--- src/logic/drive_cmd_cfg.svh ---
// constants for the drive run-command generator: offsets, codes, widths
// assumes inclusion by bare name from the package and the test bench
//
// Overview of operation
// [RULE_01] keypad run key held until stop key
// [RULE_02] three-wire hold latches forward and reverse pulses
// [RULE_03] no hold terminal means plain two-wire levels
// [RULE_04] alternate forward/reverse commands never latched
// [RULE_05] link word bit 0 forward, bit 1 reverse
// [RULE_06] link bits 13/14 act as forward/reverse terminals
// [RULE_07] any run bit in link word raises enable
// [RULE_08] forward and reverse together force both off
// [RULE_09] stop priority codes 1/3: stop clears, linear
// [RULE_10] reference below start or stop frequency: off
// [RULE_11] run permit must precede the run command
// [RULE_12] local select forces keypad as sole source
// [RULE_13] inputs 1-5 on bits 2-6, fwd 13, rev 14
// [RULE_14] each terminal function set by its code
// [RULE_15] same function on many terminals is ORed
// [RULE_16] run commands and latches registered, sync reset
`ifndef DRIVE_CMD_CFG_SVH
`define DRIVE_CMD_CFG_SVH

`define CODE_W          11
`define FN_OFF_BASE     11'h3E8
`define FN_HOLD3W       11'h006
`define FN_LINK_EN      11'h018
`define FN_LOCAL        11'h023
`define FN_RUN_PERMIT   11'h026
`define FN_SRC_SWITCH   11'h057
`define FN_FWD_ALT      11'h058
`define FN_REV_ALT      11'h059
`define FN_FWD          11'h062
`define FN_REV          11'h063

`define LW_FWD_BIT      0
`define LW_REV_BIT      1
`define LW_GEN_LO       2
`define LW_GEN_HI       6
`define LW_XFWD_BIT     13
`define LW_XREV_BIT     14
`define LW_RESET        16'h0000

`define RUN_SRC_TERM    3'h1
`define STOP_PRIO_A     2'h1
`define STOP_PRIO_B     2'h3
`define PATTERN_LINEAR  2'h0

`endif

--- src/logic/drive_cmd_pkg.sv ---
// types shared by the run-command generator and its terminal decoder
// assumes drive_cmd_cfg.svh for widths
`include "drive_cmd_cfg.svh"

package drive_cmd_pkg;

  // decoded terminal functions, already ORed over all terminals; run_forward/run_reverse over the two run terminals only
  typedef struct packed {
    logic hold3w;
    logic hold3wAsg;
    logic linkEn;
    logic localSel;
    logic permit;
    logic permitAsg;
    logic srcSwitch;
    logic fwdAlt;
    logic revAlt;
    logic run_forward;
    logic run_reverse;
  } term_funcs_t;

  typedef logic [`CODE_W-1:0] fn_code_t;

  // keypad hold state
  typedef enum logic [1:0] {
    KEY_IDLE,
    KEY_FWD,
    KEY_REV
  } key_hold_t;

endpackage : drive_cmd_pkg

--- src/logic/drive_run_command_generator.sv ---
// run-command generator: merges keypad, terminals and link word into
// registered forward/reverse internal run commands
// assumes all inputs synchronous to clk; keys are levels while pressed
`timescale 1ns/100ps

module drive_run_command_generator
  import drive_cmd_pkg::*;
(
  input  wire logic                 clk,
  input  wire logic                 rst_b,
  input  wire logic [4:0]           generalInput,
  input  wire logic                 fwdTerminal,
  input  wire logic                 revTerminal,
  input  wire fn_code_t [4:0]       inputFunctionCode,
  input  wire fn_code_t             fwdTerminalFunction,
  input  wire fn_code_t             revTerminalFunction,
  input  wire logic                 linkWordWrite,
  input  wire logic [15:0]          linkWordData,
  output logic [15:0]               linkOperationWordRd,
  input  wire logic                 keyRunFwd,
  input  wire logic                 keyRunRev,
  input  wire logic                 keyStop,
  input  wire logic [2:0]           runSourceCode,
  input  wire logic [1:0]           stopKeyPriorityCode,
  input  wire logic [1:0]           accelPatternCode,
  input  wire logic [15:0]          refFrequency,
  input  wire logic [15:0]          startingFrequency,
  input  wire logic [15:0]          stoppingFrequency,
  output logic                      runForward,
  output logic                      runReverse,
  output logic                      linkEnable,
  output logic                      localActive,
  output logic                      runPermitWait,
  output logic                      linearDecelForced,
  output logic [1:0]                decelPattern
);

  // stored state
  logic [15:0]        linkOperationWord;
  key_hold_t          keyHold;
  logic               holdFwd;
  logic               holdRev;
  logic               stopForce;
  logic               permitArmed;

  // decoder inputs and outputs
  logic [6:0]         termLevel;
  logic [6:0]         linkLevel;
  fn_code_t [6:0]     termCode;
  term_funcs_t        termFn;
  term_funcs_t        linkFn;

  // next values
  logic [15:0]        next_linkOperationWord;
  key_hold_t          next_keyHold;
  logic               next_holdFwd;
  logic               next_holdRev;
  logic               next_stopForce;
  logic               next_permitArmed;
  logic               next_runForward;
  logic               next_runReverse;

  // merging wires
  logic               keyFwd;
  logic               keyRev;
  logic               wireFwd;
  logic               wireRev;
  logic               linkFwd;
  logic               linkRev;
  logic               linkRunBits;
  logic               linkSel;
  logic               srcFwd;
  logic               srcRev;
  logic               selFwd;
  logic               selRev;
  logic               bothOn;
  logic               anyCmd;
  logic               stopPrioOn;
  logic               stopHit;
  logic               permitOk;
  logic               freqLow;
  logic               gate;

  // the link word is a plain held register written by the link host
  assign next_linkOperationWord = linkWordWrite ? linkWordData
                                                : linkOperationWord;   // [RULE_05]

  // terminal levels in decoder order: general 1..5, forward, reverse
  assign termLevel = {revTerminal, fwdTerminal, generalInput};
  assign termCode  = {revTerminalFunction, fwdTerminalFunction,
                      inputFunctionCode};                              // [RULE_14]

  // link bits mirror the terminals: 2..6 general, 13 fwd, 14 rev
  assign linkLevel = {linkOperationWord[`LW_XREV_BIT],
                      linkOperationWord[`LW_XFWD_BIT],
                      linkOperationWord[`LW_GEN_HI:`LW_GEN_LO]};       // [RULE_13]

  // one decoder per source, same function codes for both
  terminal_decoder termDecoder (
    .level (termLevel),
    .code  (termCode),
    .funcs (termFn)
  );

  terminal_decoder linkDecoder (
    .level (linkLevel),
    .code  (termCode),
    .funcs (linkFn)
  );                                                                   // [RULE_06]

  // keypad: the hold state is the run command, stop clears it
  assign keyFwd = (keyHold == KEY_FWD);                                // [RULE_01]
  assign keyRev = (keyHold == KEY_REV);

  always_comb begin
    next_keyHold = keyHold;
    unique case (keyHold)
      KEY_IDLE: begin
        if (keyRunFwd && !keyRunRev && !keyStop)
          next_keyHold = KEY_FWD;
        else if (keyRunRev && !keyRunFwd && !keyStop)
          next_keyHold = KEY_REV;
      end
      KEY_FWD: begin
        if (keyStop)
          next_keyHold = KEY_IDLE;                                     // [RULE_01]
      end
      KEY_REV: begin
        if (keyStop)
          next_keyHold = KEY_IDLE;                                     // [RULE_01]
      end
    endcase
  end

  // three-wire: a pulse sets the latch, hold off drops it
  assign next_holdFwd = termFn.hold3wAsg & termFn.hold3w &
                        (termFn.run_forward | holdFwd) & ~termFn.run_reverse;          // [RULE_02]
  assign next_holdRev = termFn.hold3wAsg & termFn.hold3w &
                        (termFn.run_reverse | holdRev) & ~termFn.run_forward;          // [RULE_02]

  // without a hold terminal the commands pass as levels
  assign wireFwd = termFn.hold3wAsg ? (termFn.hold3w & (termFn.run_forward | holdFwd))
                                    : termFn.run_forward;                      // [RULE_03]
  assign wireRev = termFn.hold3wAsg ? (termFn.hold3w & (termFn.run_reverse | holdRev))
                                    : termFn.run_reverse;                      // [RULE_03]

  // link run request: bit 0/1 plus programmable bits 13/14
  assign linkFwd = linkOperationWord[`LW_FWD_BIT] | linkFn.run_forward;        // [RULE_05]
  assign linkRev = linkOperationWord[`LW_REV_BIT] | linkFn.run_reverse;        // [RULE_06]

  // any run bit of the word enables the link path, as does the terminal
  assign linkRunBits = linkOperationWord[`LW_XFWD_BIT] |
                       linkOperationWord[`LW_XREV_BIT] |
                       linkOperationWord[`LW_FWD_BIT]  |
                       linkOperationWord[`LW_REV_BIT];                 // [RULE_07]
  assign linkSel = termFn.linkEn | linkRunBits;                        // [RULE_07]

  // source pick: the alternate pair stays level even under hold
  always_comb begin
    srcFwd = keyFwd;
    srcRev = keyRev;
    if (termFn.srcSwitch) begin
      srcFwd = termFn.fwdAlt;                                          // [RULE_04]
      srcRev = termFn.revAlt;                                          // [RULE_04]
    end else if (runSourceCode == `RUN_SRC_TERM) begin
      srcFwd = wireFwd;
      srcRev = wireRev;
    end
  end

  // local select overrides source code, switch and link enable
  always_comb begin
    selFwd = srcFwd;
    selRev = srcRev;
    if (termFn.localSel) begin
      selFwd = keyFwd;                                                 // [RULE_12]
      selRev = keyRev;                                                 // [RULE_12]
    end else if (linkSel) begin
      selFwd = linkFwd;
      selRev = linkRev;
    end
  end

  // both directions at once would be ambiguous, so neither runs
  assign bothOn = selFwd & selRev;                                     // [RULE_08]
  assign anyCmd = selFwd | selRev;

  // stop key priority: the stop sticks until the request goes away;
  // a fresh stop press wins over the release in the same cycle
  assign stopPrioOn = (stopKeyPriorityCode == `STOP_PRIO_A) ||
                      (stopKeyPriorityCode == `STOP_PRIO_B);           // [RULE_09]
  assign stopHit = stopPrioOn & keyStop;
  assign next_stopForce = stopHit | (stopForce & anyCmd);              // [RULE_09]

  // permit: it must be on while no command is present to arm;
  // a command arriving first never runs until released and redone
  assign next_permitArmed = termFn.permit & (permitArmed | ~anyCmd);   // [RULE_11]
  assign permitOk = ~termFn.permitAsg | (termFn.permit & permitArmed); // [RULE_11]

  // run decision: below start or stop frequency means decelerate out
  assign freqLow = (refFrequency < startingFrequency) ||
                   (refFrequency < stoppingFrequency);                 // [RULE_10]

  assign gate = ~bothOn & ~stopForce & ~stopHit & permitOk & ~freqLow;
  assign next_runForward = selFwd & gate;                              // [RULE_08]
  assign next_runReverse = selRev & gate;                              // [RULE_10]

  // link word register; reset value zero means no link request
  always_ff @(posedge clk) begin
    if (!rst_b)
      linkOperationWord <= `LW_RESET;
    else
      linkOperationWord <= next_linkOperationWord;
  end

  // keypad hold and three-wire latches
  always_ff @(posedge clk) begin
    if (!rst_b) begin
      keyHold <= KEY_IDLE;                                             // [RULE_16]
      holdFwd <= 1'b0;                                                 // [RULE_16]
      holdRev <= 1'b0;
    end else begin
      keyHold <= next_keyHold;
      holdFwd <= next_holdFwd;
      holdRev <= next_holdRev;
    end
  end

  // stop and permit interlock state
  always_ff @(posedge clk) begin
    if (!rst_b) begin
      stopForce   <= 1'b0;
      permitArmed <= 1'b0;
    end else begin
      stopForce   <= next_stopForce;
      permitArmed <= next_permitArmed;
    end
  end

  // internal run commands, registered so outputs come from flops
  always_ff @(posedge clk) begin
    if (!rst_b) begin
      runForward <= 1'b0;                                              // [RULE_16]
      runReverse <= 1'b0;                                              // [RULE_16]
    end else begin
      runForward <= next_runForward;
      runReverse <= next_runReverse;
    end
  end

  // status and deceleration pattern; stop priority forces linear
  always_ff @(posedge clk) begin
    if (!rst_b) begin
      linkEnable          <= 1'b0;
      localActive         <= 1'b0;
      runPermitWait       <= 1'b0;
      linearDecelForced   <= 1'b0;
      decelPattern        <= `PATTERN_LINEAR;
      linkOperationWordRd <= `LW_RESET;
    end else begin
      linkEnable          <= linkSel & ~termFn.localSel;               // [RULE_12]
      localActive         <= termFn.localSel;
      runPermitWait       <= anyCmd & ~permitOk;
      linearDecelForced   <= next_stopForce;                           // [RULE_09]
      decelPattern        <= next_stopForce ? `PATTERN_LINEAR
                                            : accelPatternCode;        // [RULE_09]
      linkOperationWordRd <= next_linkOperationWord;
    end
  end

endmodule : drive_run_command_generator

--- src/logic/terminal_decoder.sv ---
// terminal function decoder: seven levels, seven function codes
// assumes index 0..4 general inputs, 5 forward terminal, 6 reverse
`timescale 1ns/100ps

module terminal_decoder
  import drive_cmd_pkg::*;
(
  input  wire logic [6:0]           level,
  input  wire fn_code_t [6:0]       code,
  output term_funcs_t               funcs
);

  // forward/reverse functions only live on the two run terminals
  localparam logic [6:0] ALL_TERMS = 7'h7F;
  localparam logic [6:0] RUN_TERMS = 7'h60;

  // active-on code n, active-off code n plus base; OR over terminals
  function automatic logic fnActive(input logic [6:0] lvl,
                                    input fn_code_t [6:0] cd,
                                    input fn_code_t fn,
                                    input logic [6:0] allow);
    logic acc;
    acc = 1'b0;
    for (int i = 0; i < 7; i++) begin
      if (allow[i] && cd[i] == fn)
        acc = acc | lvl[i];                           // [RULE_15]
      if (allow[i] && cd[i] == fn_code_t'(fn + `FN_OFF_BASE))
        acc = acc | ~lvl[i];                          // [RULE_15]
    end
    return acc;
  endfunction : fnActive

  // whether any terminal carries the function at all
  function automatic logic fnAssigned(input fn_code_t [6:0] cd,
                                      input fn_code_t fn);
    logic acc;
    acc = 1'b0;
    for (int i = 0; i < 7; i++) begin
      if (cd[i] == fn || cd[i] == fn_code_t'(fn + `FN_OFF_BASE))
        acc = 1'b1;
    end
    return acc;
  endfunction : fnAssigned

  // per-function decode from each terminal's own code
  assign funcs.hold3w    = fnActive(level, code, `FN_HOLD3W, ALL_TERMS); // [RULE_14]
  assign funcs.hold3wAsg = fnAssigned(code, `FN_HOLD3W);                // [RULE_03]
  assign funcs.linkEn    = fnActive(level, code, `FN_LINK_EN, ALL_TERMS);
  assign funcs.localSel  = fnActive(level, code, `FN_LOCAL, ALL_TERMS);
  assign funcs.permit    = fnActive(level, code, `FN_RUN_PERMIT, ALL_TERMS);
  assign funcs.permitAsg = fnAssigned(code, `FN_RUN_PERMIT);            // [RULE_11]
  assign funcs.srcSwitch = fnActive(level, code, `FN_SRC_SWITCH, ALL_TERMS);
  assign funcs.fwdAlt    = fnActive(level, code, `FN_FWD_ALT, ALL_TERMS);
  assign funcs.revAlt    = fnActive(level, code, `FN_REV_ALT, ALL_TERMS);
  assign funcs.run_forward       = fnActive(level, code, `FN_FWD, RUN_TERMS);    // [RULE_14]
  assign funcs.run_reverse       = fnActive(level, code, `FN_REV, RUN_TERMS);

endmodule : terminal_decoder

--- config.mk ---
export PLATFORM = sky130hd
export DESIGN_NAME = drive_run_command_generator
export DESIGN_NICKNAME = d
export VERILOG_FILES = /design/src/logic/drive_cmd_pkg.sv /design/src/logic/drive_run_command_generator.sv /design/src/logic/terminal_decoder.sv
export VERILOG_INCLUDE_DIRS = /design/src /design/src/logic
export SDC_FILE = /design/constraint.sdc
export NUM_CORES = 1
export LEC_CHECK = 0
export ABC_AREA = 0
export BUFFER_PORTS_ARGS = -buffer_cell sky130_fd_sc_hd__buf_2
export CAP_MARGIN = 5
export CORE_MARGIN = 1.5
export CORE_UTILIZATION = 45
export CTS_CLUSTER_DIAMETER = 200
export DETAILED_ROUTE_END_ITERATION = 7
export PLACE_DENSITY = 0.78
export REMOVE_ABC_BUFFERS = 1
export SETUP_SLACK_MARGIN = 0.4
export SKIP_CTS_REPAIR_TIMING = 1
export SLEW_MARGIN = 15
export SYNTH_ARGS = -nofsm -noshare
export SYNTH_HDL_FRONTEND = slang
export SYNTH_SLANG_ARGS = --single-unit
export TNS_END_PERCENT = 50
--- constraint.sdc ---
create_clock -name clk -period 1.94 [get_ports clk]
set_input_delay 0 -clock clk [delete_from_list [all_inputs] [get_ports clk]]
set_output_delay 0 -clock clk [all_outputs]
set_load 0.03 [all_outputs]
==> run_results.csv <==
group,metric,value,unit
floorplanning,initial_utilization,47.1,%
critical_path,critical_path.cell_chain,"buf_2, or4b_1, o31ai_1, or4b_1, o41ai_1, nand4b_1, nand3_1, nand4_1, a211oi_2",
floorplanning,io_pins,185,
timing,drv_slew,0,
timing,slew_headroom,60.3,%
critical_path,crit_type,"in2reg",
layout,final_util,75.4,%
global_route,grt_pass1_vias,5899,
drt,antenna_left,0,
drt,wl_per_cell,17.0,um
critical_path,slowest_stage,"or4b_1",
floorplanning,die_x,102,um
drt,via_count,6336,
layout,final_cell_mix,"buf_2, buf_4, inv_1, nor2_1, ha_1",
layout,nNetsFinal,1133,
global_route,grt.met2_usage,57.7,%
layout,drive_above_1_share,43.3,%
critical_path,critPathTopFamily,"simple AND/OR/NAND/NOR gates",
pwr,total_power,2.24,mW
global_route,grt-ovfl-total,0,
worst_hold_path,hold_path.class,"in2reg",
pwr,power.density,318,nW/um2
global_route,grt_pass1_wl,27500,um
logic_synthesis,ys_types,69,
critical_path,cp_max_fo,6,
drt,vias_per_cell,5.92,
clock_network,clock_path_buffers,2,
placement,port_buffers,183,
placement,gp_congestion,0.998,
critical_path,cp.arrival,2.32,ns
logic_synthesis,synth_area,4390,um2
timing,tightest_slew,0.593,ns
pwr,p_leak,3.41,nW
clock_network,worstSkewPairLatency,0.29,ns
job,maxCapViolations,0,
logic_synthesis,synth_seq_area_share,13.2,%
timing,hold_slack,-0.0241,ns
floorplanning,fp.dieH,102,um
clock_network,path_clk_slew,0.07,ns
floorplanning,fp.coreArea,9330,um2
global_route,use_met1,41.8,%
global_route,grt-busiest-layer,"met2",
clock_network,clock_sink_count,29,
global_route,grt_max_degree,26,
logic_synthesis,ys_async_sr_fraction,0,%
global_route,use_met3,5.80,%
timing,skew,0.00820,ns
timing,period_minus_slack,2.16,ns
critical_path,endpoint_kind,"flip-flop",
layout,finalNonFillerCells,1070,
logic_synthesis,avgSynthCellArea,7.53,um2
logic_synthesis,yosys_register_bits,29,
clock_network,numCtsBuffers,5,
drt,routed_wl,18200,um
logic_synthesis,synth_cells,583,
logic_synthesis,synth-edff-count,0,
clock_network,cts_tree,"done",
critical_path,critPathRequiredTime,2.10,ns
layout,final_common_cell,"buf_2",
timing,setup_viol,7,
placement,place_inst,1051,
timing,hold_viol,4,
clock_network,clockRootBuffer,"clkbuf_8",
layout,final_area,7030,um2
floorplanning,die_area,10400,um2
run_status,violations,"hold timing, setup timing",
timing,fmax,462,MHz
critical_path,cpPeakStageDelay,0.66,ns
placement,place_area,6700,um2
drt,drt_iter0_markers,415,
drt,first_pass_iters,5,
critical_path,cp-start-kind,"input pin",
timing,setup_ws,-0.224,ns
placement,hpwl,14800,um
pwr,vdd_ir_drop_max,299,uV
logic_synthesis,synth_flop_cell,"dfxtp_1",
drt,route.detailed.drc,0,
floorplanning,num_rows,35,
layout,syn_to_final_growth,60.2,%
timing,finalCritPeriodShare,112,%
run_status,status,"finished with violations",
clock_network,h-tree-depth,2,
critical_path,worstPathBufferInverterCount,1,
global_route,antenna_found_initial,1,
timing,rsz0062_at_grt,"true",
critical_path,path_common_cell,"or4b_1",
global_route,grt_usage,33.1,%
logic_synthesis,yosys_warnings,0,
## state kept, by name (all words and copies together) (netlist names)
register,cells
linkOperationWordRd,16
decelPattern,2
keyHold,2
holdFwd,1
holdRev,1
linearDecelForced,1
linkEnable,1
localActive,1
permitArmed,1
runForward,1
runPermitWait,1
runReverse,1
## power by group
part | internal, mW | leakage [nW] | switching (mW)
Combinational | 0.542 | 3.12 | 0.558
Clock | 0.247 | 0.0439 | 0.247
Sequential | 0.626 | 0.238 | 0.0187
## worst paths after layout
| path | startpoint | end | slack, ns | depth (start not counted) |
|---|---|---|---|---|
| hold reg to reg | permitArmed$_SDFF_PN0_ | permitArmed$_SDFF_PN0_ | 0.46 | 2 |
| setup / recovery | fwdTerminalFunction[4] | decelPattern[0]$_SDFF_PP0_ | -0.22 | 9 |
| hold / removal | linkWordData[1] | linkOperationWordRd[1]$_SDFFE_PN0P_ | -0.02 | 3 |
| setup reg to reg | linkOperationWordRd[1]$_SDFFE_PN0P_ | decelPattern[0]$_SDFF_PP0_ | -0.22 | 9 |
## Yosys cell counts, drive strengths merged, types with 8 or more instances
cell type,count,area [um2]
a211oi,8,60.1
a21o,14,105
a21oi,19,95.1
and3,12,75.1
and4,9,81.3
buf,8,48.8
clkbuf,14,53.8
dfxtp,29,581
ha,33,413
inv,41,154
mux2i,20,200
nand2,32,120
nand2b,18,113
nand3,16,80.1
nand4,29,188
nand4b,15,131
nor2,33,124
nor2b,25,156
nor3,33,165
nor3b,12,90.1
nor4,20,146
nor4b,15,131
nor4bb,12,120
o21ai,12,60.1
or4b,8,83.8
## logic make-up (layout without fill, tap and decap cells)
kind of cell             after synthesis  count (layout)  synth area share [%]
other                                  0               1                     0
AND/OR/NAND/NOR                      332             332                  49.3
flip-flops                            29              29                  13.2
buffers and inverters                 63             420                  5.84
multiplexers                          20              20                  4.56
AO/OA/AOI/OAI                        106             106                  17.6
adder cells (fa/ha/maj)               33              33                  9.41
## layout make-up
| type | count | area (um2) |
|---|---|---|
| multi-input cells | 491 | 3690 |
| repair buffers | 371 | 2350 |
| fillers | 765 | 2300 |
| flip-flops and latches | 29 | 582 |
| well taps | 129 | 161 |
| inverters | 41 | 154 |
| clock buffers | 5 | 68.8 |
| clock inverters | 3 | 17.5 |
| diodes | 1 | 2.50 |
## worst register-to-register path: cells and delay by family (launching register included)
kind                   cells  cell delay (ns)
AO/OA/AOI/OAI              2             0.22
buffers and inverters      1             0.16
flip-flops                 1             0.33
AND/OR/NAND/NOR            6             1.32
## metrics by stage
stage	worst slack (ns)	TNS, ns
final	-0.224	-1.39
after CTS	-0.438	-2.27
after global placement	-0.506	-3.11
after detailed placement	-0.630	-3.56
after floorplan	-0.143	-0.497
after global routing	-0.380	-2.33
## layer usage
metal  vias up  share of wire (%)
met3        44                9.2
met1      2935                 41
met4         0                2.6
li1       3023                  -
met5         -                  0
met2       334                 47
No activity file was read; power rests on OpenSTA's default activity.
